<file path="config.mk">
export PLATFORM = sky130hd
export DESIGN_NAME = slm_supply_level_monitor
export DESIGN_NICKNAME = d
export VERILOG_FILES = /design/src/hdl/slm_sync2.v /design/src/hdl/slm_settle_timer.v /design/src/hdl/slm_supply_level_monitor.v
export VERILOG_INCLUDE_DIRS = /design/src /design/src/hdl
export SDC_FILE = /design/constraint.sdc
export NUM_CORES = 1
export LEC_CHECK = 0
export BUFFER_PORTS_ARGS = -buffer_cell sky130_fd_sc_hd__buf_2
export CAP_MARGIN = 20
export CELL_PAD_IN_SITES_DETAIL_PLACEMENT = 1
export CELL_PAD_IN_SITES_GLOBAL_PLACEMENT = 1
export CORE_AREA = 3 3 85 87
export DETAILED_ROUTE_END_ITERATION = 8
export DIE_AREA = 0 0 88 90
export GPL_TIMING_DRIVEN = 0
export PLACE_DENSITY = 0.89
export SYNTH_ARGS = -nofsm -noshare
export SYNTH_HDL_FRONTEND = slang
export SYNTH_SLANG_ARGS = --single-unit
</file>
<file path="constraint.sdc">
create_clock -name hclk -period 2.1 [get_ports hclk]
set_clock_uncertainty 0.05 [all_clocks]
set_input_delay 0.21 -clock hclk [delete_from_list [all_inputs] [get_ports hclk]]
set_output_delay 0.21 -clock hclk [all_outputs]
set_load 0.03 [all_outputs]
</file>
<file path="src/hdl/slm_regs.vh">
// Register map, field positions, reset values and timing counts of the supply level monitor
`ifndef SLM_REGS_VH
`define SLM_REGS_VH

// ----------------------------------------------------------------
// Register indices (byte address = 4 * index)
// ----------------------------------------------------------------
`define SLM_IDX_CONTROL 30'h00000F2F
`define SLM_IDX_LEVEL 30'h00000F30
`define SLM_IDX_STATUS 30'h00000F31

// ----------------------------------------------------------------
// voltage_detect_control fields
// ----------------------------------------------------------------
`define SLM_CTL_ENABLE_BIT 7
`define SLM_CTL_OUT_BIT 5
`define SLM_CTL_READY_BIT 4
`define SLM_CTL_RISE_BIT 1
`define SLM_CTL_DROP_BIT 0

// ----------------------------------------------------------------
// voltage_detect_level and status fields
// ----------------------------------------------------------------
`define SLM_LVL_MSB 3
`define SLM_LVL_RESERVED 4'hF
`define SLM_STS_FLAG_BIT 0
`define SLM_STS_IE_BIT 1

// ----------------------------------------------------------------
// Reset values
// ----------------------------------------------------------------
`define SLM_RST_ENABLE 1'b0
`define SLM_RST_RISE 1'b0
`define SLM_RST_DROP 1'b0
`define SLM_RST_LEVEL 4'h0
`define SLM_RST_FLAG 1'b0
`define SLM_RST_IE 1'b0

// ----------------------------------------------------------------
// Timing
// ----------------------------------------------------------------
`define SLM_CLK_PERIOD_NS 10
`define SLM_SETTLE_NS 25000
`define SLM_SETTLE_CYCLES ((`SLM_SETTLE_NS + `SLM_CLK_PERIOD_NS - 1) / `SLM_CLK_PERIOD_NS)
`define SLM_SETTLE_WIDTH 12

`endif

</file>
<file path="src/hdl/slm_sync2.v">
// Two-flop synchroniser for the asynchronous comparator level
`timescale 1ns/1ps

module slm_sync2 (
  // Clock and reset
  input wire hclk,
  input wire hresetn,
  // Level
  input wire async_in,
  output wire sync_out
);

  reg meta_reg;
  reg sync_reg;

  // ----------------------------------------------------------------
  // Synchroniser
  // ----------------------------------------------------------------
  always @(posedge hclk or negedge hresetn) begin
    if (!hresetn) begin
      meta_reg <= 1'b0;
      sync_reg <= 1'b0;
    end else begin
      meta_reg <= async_in;
      sync_reg <= meta_reg;
    end
  end

  assign sync_out = sync_reg;

endmodule // slm_sync2

</file>
<file path="src/hdl/slm_settle_timer.v">
// Reference settling timer that raises ready a fixed time after enable
`timescale 1ns/1ps
`include "slm_regs.vh"

module slm_settle_timer (
  // Clock and reset
  input wire hclk,
  input wire hresetn,
  // Control
  input wire run,
  output wire ready
);

  localparam integer LAST_INT = `SLM_SETTLE_CYCLES - 1;
  // Cut on purpose: the count fits the counter width
  localparam [`SLM_SETTLE_WIDTH-1:0] LAST_CNT = LAST_INT[`SLM_SETTLE_WIDTH-1:0];

  reg [`SLM_SETTLE_WIDTH-1:0] count_reg;
  reg done_reg;

  // ----------------------------------------------------------------
  // Count restarts from zero on each enable
  // ----------------------------------------------------------------
  always @(posedge hclk or negedge hresetn) begin
    if (!hresetn) begin
      count_reg <= {`SLM_SETTLE_WIDTH{1'b0}};
      done_reg <= 1'b0;
    end else if (!run) begin
      count_reg <= {`SLM_SETTLE_WIDTH{1'b0}};
      done_reg <= 1'b0;
    end else if (count_reg == LAST_CNT) begin
      done_reg <= 1'b1;
    end else begin
      count_reg <= count_reg + {{(`SLM_SETTLE_WIDTH-1){1'b0}}, 1'b1};
    end
  end

  // Drops in the same cycle as the enable so no late event slips through
  assign ready = done_reg & run;

endmodule // slm_settle_timer

</file>
<file path="src/hdl/slm_supply_level_monitor.v">
// Supply level monitor control, status and event logic with AHB-Lite register slave
//
// Overview of operation
// - Setting or clearing the enable bit never raises a false event.
// - Ready bit 4 reads 0 after each enable until settled, then 1.
// - Settling interval is a fixed time, converted to cycles from the clock rate.
// - Rise enable bit 1 sets the event flag when supply is above limit.
// - Drop enable bit 0 sets the event flag when supply is at or below limit.
// - Both direction enables set flag crossings in either direction.
// - Comparator bit 5 reads 1 at or below the limit, 0 above; it reads 0 while enable bit 7 is 0.
// - Four-bit trip level select; codes 0 to 14 ascend, code 15 reserved.
// - No detection events while ready is 0.
// - Flag cleared while the condition holds is set again.
// - Monitoring continues in sleep; event wakes device, vectors only if globally enabled.
// - Idle and doze keep the module fully active.
// - Any reset turns the module off; enable and direction bits reset to 0.
// - Trip level resets to 0 only on power-on or brown-out reset.
// - Enable bit 7 powers the comparator and divider up or down.
`timescale 1ns/1ps
`include "slm_regs.vh"

module slm_supply_level_monitor (
  // Clock and resets
  input wire hclk,
  input wire hresetn,
  input wire por_bor_resetn,
  // AHB-Lite slave
  input wire hsel,
  input wire [31:0] haddr,
  input wire [1:0] htrans,
  input wire hwrite,
  input wire [2:0] hsize,
  input wire [31:0] hwdata,
  input wire hready,
  output wire hreadyout,
  output wire hresp,
  output wire [31:0] hrdata,
  // Analog front end
  input wire supply_below_trip,
  output wire analog_power_en,
  output wire [3:0] trip_level_sel,
  // Power mode and interrupt controller
  input wire sleep_mode,
  input wire global_irq_enable,
  output wire irq_req,
  output wire wake_req,
  output wire irq_vector_req
);

  // ----------------------------------------------------------------
  // Bus states and register selects
  // ----------------------------------------------------------------
  localparam [3:0] ST_IDLE = 4'h1;
  localparam [3:0] ST_WRITE = 4'h2;
  localparam [3:0] ST_RDWAIT = 4'h4;
  localparam [3:0] ST_RDDONE = 4'h8;

  localparam [1:0] SEL_NONE = 2'h0;
  localparam [1:0] SEL_CTRL = 2'h1;
  localparam [1:0] SEL_LEVEL = 2'h2;
  localparam [1:0] SEL_STATUS = 2'h3;

  // ----------------------------------------------------------------
  // Functions
  // ----------------------------------------------------------------
  function [1:0] slm_decode;
    input [31:0] addr;
    begin
      if (addr[31:2] == `SLM_IDX_CONTROL) begin
        slm_decode = SEL_CTRL;
      end else if (addr[31:2] == `SLM_IDX_LEVEL) begin
        slm_decode = SEL_LEVEL;
      end else if (addr[31:2] == `SLM_IDX_STATUS) begin
        slm_decode = SEL_STATUS;
      end else begin
        slm_decode = SEL_NONE;
      end
    end
  endfunction

  // ----------------------------------------------------------------
  // Declarations
  // ----------------------------------------------------------------
  reg [3:0] state_reg;
  reg [3:0] state_next;
  reg [1:0] dp_sel_reg;
  reg [31:0] hrdata_reg;
  reg [7:0] read_byte;

  reg enable_reg;
  reg rise_en_reg;
  reg drop_en_reg;
  reg [3:0] level_reg;
  reg flag_reg;
  reg flag_next;
  reg ie_reg;

  wire accept;
  wire wr_strobe;
  wire wr_ctrl;
  wire wr_level;
  wire wr_status;
  wire below_sync;
  wire ready;
  wire out_bit;
  wire rise_hit;
  wire drop_hit;
  wire level_valid;
  wire detect_event;

  // ----------------------------------------------------------------
  // AHB-Lite data phase tracking
  // ----------------------------------------------------------------
  assign accept = hsel & htrans[1] & hready;

  always @* begin
    state_next = ST_IDLE;
    case (state_reg)
      ST_IDLE, ST_WRITE, ST_RDDONE: begin
        if (accept) begin
          state_next = hwrite ? ST_WRITE : ST_RDWAIT;
        end else begin
          state_next = ST_IDLE;
        end
      end
      ST_RDWAIT: begin
        state_next = ST_RDDONE;
      end
      default: begin
        state_next = ST_IDLE;
      end
    endcase
  end

  always @(posedge hclk or negedge hresetn) begin
    if (!hresetn) begin
      state_reg <= ST_IDLE;
      dp_sel_reg <= SEL_NONE;
    end else begin
      state_reg <= state_next;
      if (accept) begin
        dp_sel_reg <= slm_decode(haddr);
      end
    end
  end

  // One wait state on reads so read data come from a flop and see the latest write
  assign hreadyout = (state_reg != ST_RDWAIT);
  assign hresp = 1'b0;

  assign wr_strobe = (state_reg == ST_WRITE);
  assign wr_ctrl = wr_strobe & (dp_sel_reg == SEL_CTRL);
  assign wr_level = wr_strobe & (dp_sel_reg == SEL_LEVEL);
  assign wr_status = wr_strobe & (dp_sel_reg == SEL_STATUS);

  // ----------------------------------------------------------------
  // Control register
  // ----------------------------------------------------------------
  always @(posedge hclk or negedge hresetn) begin
    if (!hresetn) begin
      enable_reg <= `SLM_RST_ENABLE;
      rise_en_reg <= `SLM_RST_RISE;
      drop_en_reg <= `SLM_RST_DROP;
    end else if (wr_ctrl) begin
      enable_reg <= hwdata[`SLM_CTL_ENABLE_BIT];
      rise_en_reg <= hwdata[`SLM_CTL_RISE_BIT];
      drop_en_reg <= hwdata[`SLM_CTL_DROP_BIT];
    end
  end

  // ----------------------------------------------------------------
  // Level register, cleared only by power-on or brown-out reset
  // ----------------------------------------------------------------
  always @(posedge hclk or negedge por_bor_resetn) begin
    if (!por_bor_resetn) begin
      level_reg <= `SLM_RST_LEVEL;
    end else if (wr_level) begin
      level_reg <= hwdata[`SLM_LVL_MSB:0];
    end
  end

  assign trip_level_sel = level_reg;
  assign analog_power_en = enable_reg;

  // ----------------------------------------------------------------
  // Comparator path and settling
  // ----------------------------------------------------------------
  slm_sync2 u_sync (
    .hclk(hclk),
    .hresetn(hresetn),
    .async_in(supply_below_trip),
    .sync_out(below_sync)
  );

  slm_settle_timer u_settle (
    .hclk(hclk),
    .hresetn(hresetn),
    .run(enable_reg),
    .ready(ready)
  );

  // Reads 0 while powered down since the comparator output is meaningless then
  assign out_bit = enable_reg & below_sync;

  // ----------------------------------------------------------------
  // Event detection
  // ----------------------------------------------------------------
  // Level sensitive: a held condition keeps setting the flag
  assign rise_hit = rise_en_reg & ~below_sync;
  assign drop_hit = drop_en_reg & below_sync;
  // Reserved code has no defined trip point, so it never detects
  assign level_valid = (level_reg != `SLM_LVL_RESERVED);
  // Gated by ready, which is low across every enable edge; sleep does not gate
  assign detect_event = ready & level_valid & (rise_hit | drop_hit);

  always @* begin
    flag_next = flag_reg;
    if (wr_status & ~hwdata[`SLM_STS_FLAG_BIT]) begin
      flag_next = 1'b0;
    end
    if (detect_event) begin
      flag_next = 1'b1;
    end
  end

  // ----------------------------------------------------------------
  // Status register
  // ----------------------------------------------------------------
  always @(posedge hclk or negedge hresetn) begin
    if (!hresetn) begin
      flag_reg <= `SLM_RST_FLAG;
      ie_reg <= `SLM_RST_IE;
    end else begin
      flag_reg <= flag_next;
      if (wr_status) begin
        ie_reg <= hwdata[`SLM_STS_IE_BIT];
      end
    end
  end

  assign irq_req = flag_reg & ie_reg;
  assign wake_req = sleep_mode & irq_req;
  assign irq_vector_req = irq_req & global_irq_enable;

  // ----------------------------------------------------------------
  // Read data
  // ----------------------------------------------------------------
  always @* begin
    read_byte = 8'h00;
    case (dp_sel_reg)
      SEL_CTRL: begin
        read_byte[`SLM_CTL_ENABLE_BIT] = enable_reg;
        read_byte[`SLM_CTL_OUT_BIT] = out_bit;
        read_byte[`SLM_CTL_READY_BIT] = ready;
        read_byte[`SLM_CTL_RISE_BIT] = rise_en_reg;
        read_byte[`SLM_CTL_DROP_BIT] = drop_en_reg;
      end
      SEL_LEVEL: begin
        read_byte[`SLM_LVL_MSB:0] = level_reg;
      end
      SEL_STATUS: begin
        read_byte[`SLM_STS_FLAG_BIT] = flag_reg;
        read_byte[`SLM_STS_IE_BIT] = ie_reg;
      end
      default: begin
        read_byte = 8'h00;
      end
    endcase
  end

  always @(posedge hclk or negedge hresetn) begin
    if (!hresetn) begin
      hrdata_reg <= 32'h00000000;
    end else if (state_reg == ST_RDWAIT) begin
      hrdata_reg <= {24'h000000, read_byte};
    end
  end

  assign hrdata = hrdata_reg;

endmodule // slm_supply_level_monitor

</file>
# [Yosys cells after proc, flatten, opt, wreduce, memory -nomap -nowiden]
# Index checks and enable logic that the tools add are counted.
[word_totals] ff_bits=37 latchBits=0 ramBits=0 rom_bits=0 in_bits=78 output_inout_bits=42 memories=0
[classes] add_sub_neg=1 mul=0 n_div=0 n_lt_le_gt_ge=0 n_eq_ne=15 shifts=0 n_mux=16 bitwise=18 n_reduce_logical=2
[ops] operator="$eq A30 B12 Y1 const B" count=3
[ops] operator="$mux W12" count=2
[ops] operator="$and A1 B1 Y1" count=15
[ops] operator="$add A12 B1 Y12 const B" count=1
[ops] operator="$eq A12 B12 Y1 const B" count=1
[ops] operator="$mux W2" count=5
[ops] operator="$pmux W4 S2" count=1
[ops] operator="$mux W3" count=2
[ops] operator="$pmux W2 S3" count=1
[ops] operator="$mux W1" count=5
[ops] operator="$eq A2 B2 Y1 const B" count=2
[ops] operator="$eq A4 B1 Y1 const B" count=1
[ops] operator="$eq A4 B2 Y1 const B" count=1
[ops] operator="$eq A4 B3 Y1 const B" count=1
[ops] operator="$eq A4 B4 Y1 const B" count=1
[ops] operator="$ne A4 B3 Y1 const B" count=1
[ops] operator="$ne A4 B4 Y1 const B" count=1
[ops] operator="$reduce_or A3 Y1" count=1
[ops] operator="$eq A2 B1 Y1 const B" count=1
[ops] operator="$ne A2 B1 Y1 const B" count=1
[ops] operator="$ne A2 B2 Y1 const B" count=1
[ops] operator="$not A1 Y1" count=2
[ops] operator="$reduce_bool A2 Y1" count=1
[ops] operator="$or A1 B1 Y1" count=1

# [Logic depth before layout (Yosys ltp)]
[depth] depth_word=5 mapped_depth=5 depth_no_buf=4

# [Hierarchy]
# From an unflattened synthesis, not the netlist that was laid out.
[unflattened] hier_cells=195 hier_area_um2=2020.7
[modules_own_cells] mod="slm_supply_level_monitor" n_inst=1 cells_each=125 area_per_inst_um2=1283.7 seq_area_each_um2=551.8
[modules_own_cells] mod="slm_settle_timer" n_inst=1 cells_each=68 area_per_inst_um2=686.9 seq_area_each_um2=325.3
[modules_own_cells] mod="slm_sync2" n_inst=1 cells_each=2 area_per_inst_um2=50.0 seq_area_each_um2=50.0

# [Worst setup path after synthesis]
# OpenSTA, ideal clock, no wires.
[synth_path] path_type="reg2reg" start="register state_reg[1]" end="register hrdata_reg[0] (netlist: hrdata[0])" setup_time_ns=0.151 arrival_time_ns=1.535 t_required_ns=1.899 slack_ns=0.365 stages_incl_launch_ff=6 n_path_buf=2 period_less_slack_ns=1.735 path_cell_list="dfrtp_1 -> or4b_1 -> clkbuf_1 -> clkbuf_1 -> nand2_1 -> o21ai_0"
[synth_between] elab_chain_len=1
[synth_rtl] element="from (decl)" line_no="slm_supply_level_monitor.v:84" text="reg [3:0] state_reg;"
[synth_rtl] element="from (signal assigned)" line_no="slm_supply_level_monitor.v:140" text="state_reg <= state_next;"
[synth_rtl] element="$eq A4 B3 Y1" line_no="slm_supply_level_monitor.v:274" text="end else if (state_reg == ST_RDWAIT) begin"
[synth_rtl] element="to (signal assigned)" line_no="slm_supply_level_monitor.v:275" text="hrdata_reg <= {24'h000000, read_byte};"
[synth_rtl] element="to (decl)" line_no="slm_supply_level_monitor.v:87" text="reg [31:0] hrdata_reg;"
# Every way passes these cells.
# A chain may end at the register's enable or synchronous reset.

# [Worst setup path in the final report]
[layout_path] start="register state_reg[1]" end="output hreadyout"
[layout_between] elab_chain_len=1
[layout_rtl] element="$ne A4 B3 Y1" line_no="slm_supply_level_monitor.v:148" text="assign hreadyout = (state_reg != ST_RDWAIT);"
[layout_rtl] element="to (decl)" line_no="slm_supply_level_monitor.v:35" text="output wire hreadyout,"
# Every way passes these cells.

==> flow_metrics.tcl <==
set metrics [dict create \
    wl_per_cell_um 14.2 \
    ys_top_cells_by_count "dfrtp_1, buf_4, nand2_1" \
    dieArea_um2 7920 \
    synth_warnings 0 \
    finalPower_uw 1610 \
    synthCells 193 \
    pwr_density_cell_nw_per_um2 610 \
    antenna_left 0 \
    netlist_area_um2 2000 \
    areaGrowthSynthToFinish_pct 31.7 \
    clkTransAtPathRegs_ns 0.08 \
    n_antenna_cell 0 \
    start_kind "flop" \
    yosysMostFrequentCell "dfrtp_1" \
    seq_area_frac_synth 0.464 \
    place_congestion 0.812 \
    hold_path.class "input pin to flop" \
    overflow 0 \
    numPortBuffers 60 \
    drv_slew 0 \
    setup_viol 0 \
    post_drt_via_cell_ratio 4.86 \
    drt_wl_total_mm 5.15 \
    core_area_um2 6420 \
    clock_path_buffers 2 \
    crit_start "state_reg[1]" \
    grt_pass1_wl_mm 8.64 \
    worstSetupPathType "flop to primary output" \
    slew_headroom 0.505 \
    end_kind "primary output" \
    htreeDepth 2 \
    drtPass1Iterations 4 \
    fin_util 0.410 \
    floorplan.rows 29 \
    postSynthAreaPerCell_um2 10.4 \
    p_leak_uw 0.00126 \
    largest_register_ffs 12 \
    synth_edf_count 0 \
    fin_area_um2 2630 \
    num_vias 1769 \
    cp.buffers_inverters 1 \
    drive_gt1_frac 0.383 \
    cap_viol_max_count 0 \
    cts.sinks 37 \
    drt_iter0_drc 40 \
    crit_fanout 14 \
    grt_max_degree 34 \
    finalNetCount 365 \
    ys_types 45 \
    grt_util_all_layers 0.137 \
    hold_path.startpoint "hwrite" \
    dieHeight_um 90 \
    insertion_delay_ns 0.29 \
    rsz0062_at_grt "false" \
    yosysTopAreaCell "dfrtp_1" \
    cpMaxStageDelayCell "or4b_4" \
    fp.dieW_um 88 \
    cp_data_arrival_time_ns 1.61 \
    antenna_found_initial 0 \
    peakVddDrop_mv 0.281 \
    synth-main-ff-cell "dfrtp_1" \
    worst_pin_slew_ns 0.742 \
    fin_setup_tns_ns 0 \
    initial_utilization 0.311 \
    min_period_ns 1.87 \
    ys_seq_elements 37 \
    min_period_over_period 0.890 \
    io-pin-count 120 \
    crit_chain "or4b_4 -> buf_2" \
    synthTopCellsByArea "dfrtp_1, buf_4, mux2_2" \
    worstReg2RegStart "u_settle.count_reg[0]" \
    cp.required_ns 1.84 \
    synth_top_area_share 0.451 \
    hold_slack_ns 0.0434 \
    timing.fmax_mhz 535 \
    dpl_cell_area_um2 2490 \
    ys_async_sr_fraction 1.00 \
    dp_hpwl_mm 4.10 \
    slowest_delay_ns 0.65 \
    drc_errors 0 \
    cpLargestDelayFamily "simple AND/OR/NAND/NOR gates" \
    outcome "complete, no violations" \
    cts-root-buf "clkbuf_8" \
    cts_tree "yes" \
    hold_viol_final 0 \
    cts-buffers-inserted 5 \
    grt_pass1_vias 1856 \
]
-- cells by family (layout without fill, tap and decap cells) --
kind of cell	Yosys count	after routing	share of synthesized area
simple gates	67	67	0.213
flops	37	37	0.464
buf+inv	37	106	0.118
xor+xnor	3	3	0.0131
compound gates	34	34	0.112
mux	13	13	0.0713
fa+ha+maj	1	1	0.00626
other cells	1	26	0.00188
-- stage by stage --
stage | worst slack, ns | cells
detailed placement | 0.198 | 355
global placement | 0.274 | 355
finish | 0.231 | 364
global route | 0.120 | 364
CTS | 0.0113 | 365
floorplan | 0.365 | 218
-- power by group --
part | leakage, uW | switching [uW] | internal (uW)
clock | 0.0000554 | 266 | 356
sequential | 0.000482 | 18.2 | 729
combinational | 0.000721 | 139 | 96.9
-- routing by layer --
layer  track usage  vias up  part of all wire
met1         0.158      852              0.40
li1              -      849                 -
met4        0.0499        0             0.013
met5             0        -                 0
met3        0.0338        6             0.063
met2         0.240       62              0.53
-- worst reg2reg max path: stages (launching register included) --
cell and delay, ns:
dfrtp_1 0.41, ha_1 0.27, or4bb_1 0.50, o311ai_0 0.35, a21oi_1 0.11
-- layout make-up --
class / instances / area, um2
Sequential cell: 37 / 927
Inverter: 6 / 22.5
Clock inverter: 2 / 38.8
Buffer: 29 / 206
Tap cell: 77 / 96.3
Fill cell: 765 / 3790
Timing Repair Buffer: 63 / 330
Clock buffer: 6 / 72.6
Multi-Input combinational cell: 144 / 940
-- final timing paths --
kind | to | slack (ns) | cells after the start
min in group asynchronous | trip_level_sel[1] | 0.23 | 2
max in group asynchronous | u_settle.count_reg[10] | 1.06 | 2
worst min register to register | u_sync.sync_out | 0.32 | 0
worst max register to register | u_settle.count_reg[2] | 0.29 | 4
worst min-delay path | state_reg[2] | 0.04 | 2
worst max-delay path | hreadyout | 0.23 | 2
-- what timing repair did --
action | 4_1_cts | 5_1_grt
setup endpoints to repair | 1 | 8
hold buffers | 3 | 0
hold endpoints to repair | 37 | 0
setup buffers | 0 | 0
gates resized for setup | 0 | 2
-- layout by cell type, fill, tap and decap left out, types with 2 or more instances in the layout --
| cell | instances |
|---|---|
| buf_2 | 60 |
| dfrtp_1 | 36 |
| buf_4 | 26 |
| conb_1 | 26 |
| nand2_1 | 13 |
| mux2_2 | 10 |
| a21oi_1 | 9 |
| nand3_1 | 8 |
| nor4_1 | 7 |
| o21ai_0 | 7 |
| o31ai_1 | 7 |
| inv_1 | 6 |
| or4_1 | 5 |
| clkbuf_8 | 5 |
| clkbuf_1 | 4 |
| nand4_1 | 4 |
| nor2_1 | 4 |
| xor2_1 | 3 |
| mux2i_1 | 3 |
| and3_1 | 3 |
| dlygate4sd3_1 | 3 |
| nor3b_1 | 2 |
| o31a_1 | 2 |
| nor4b_2 | 2 |
| nand2b_1 | 2 |
| nand4b_1 | 2 |
| or3_1 | 2 |
| or4b_1 | 2 |
| a22o_1 | 2 |
| a22oi_1 | 2 |
Power figures use the tool's default switching activity.
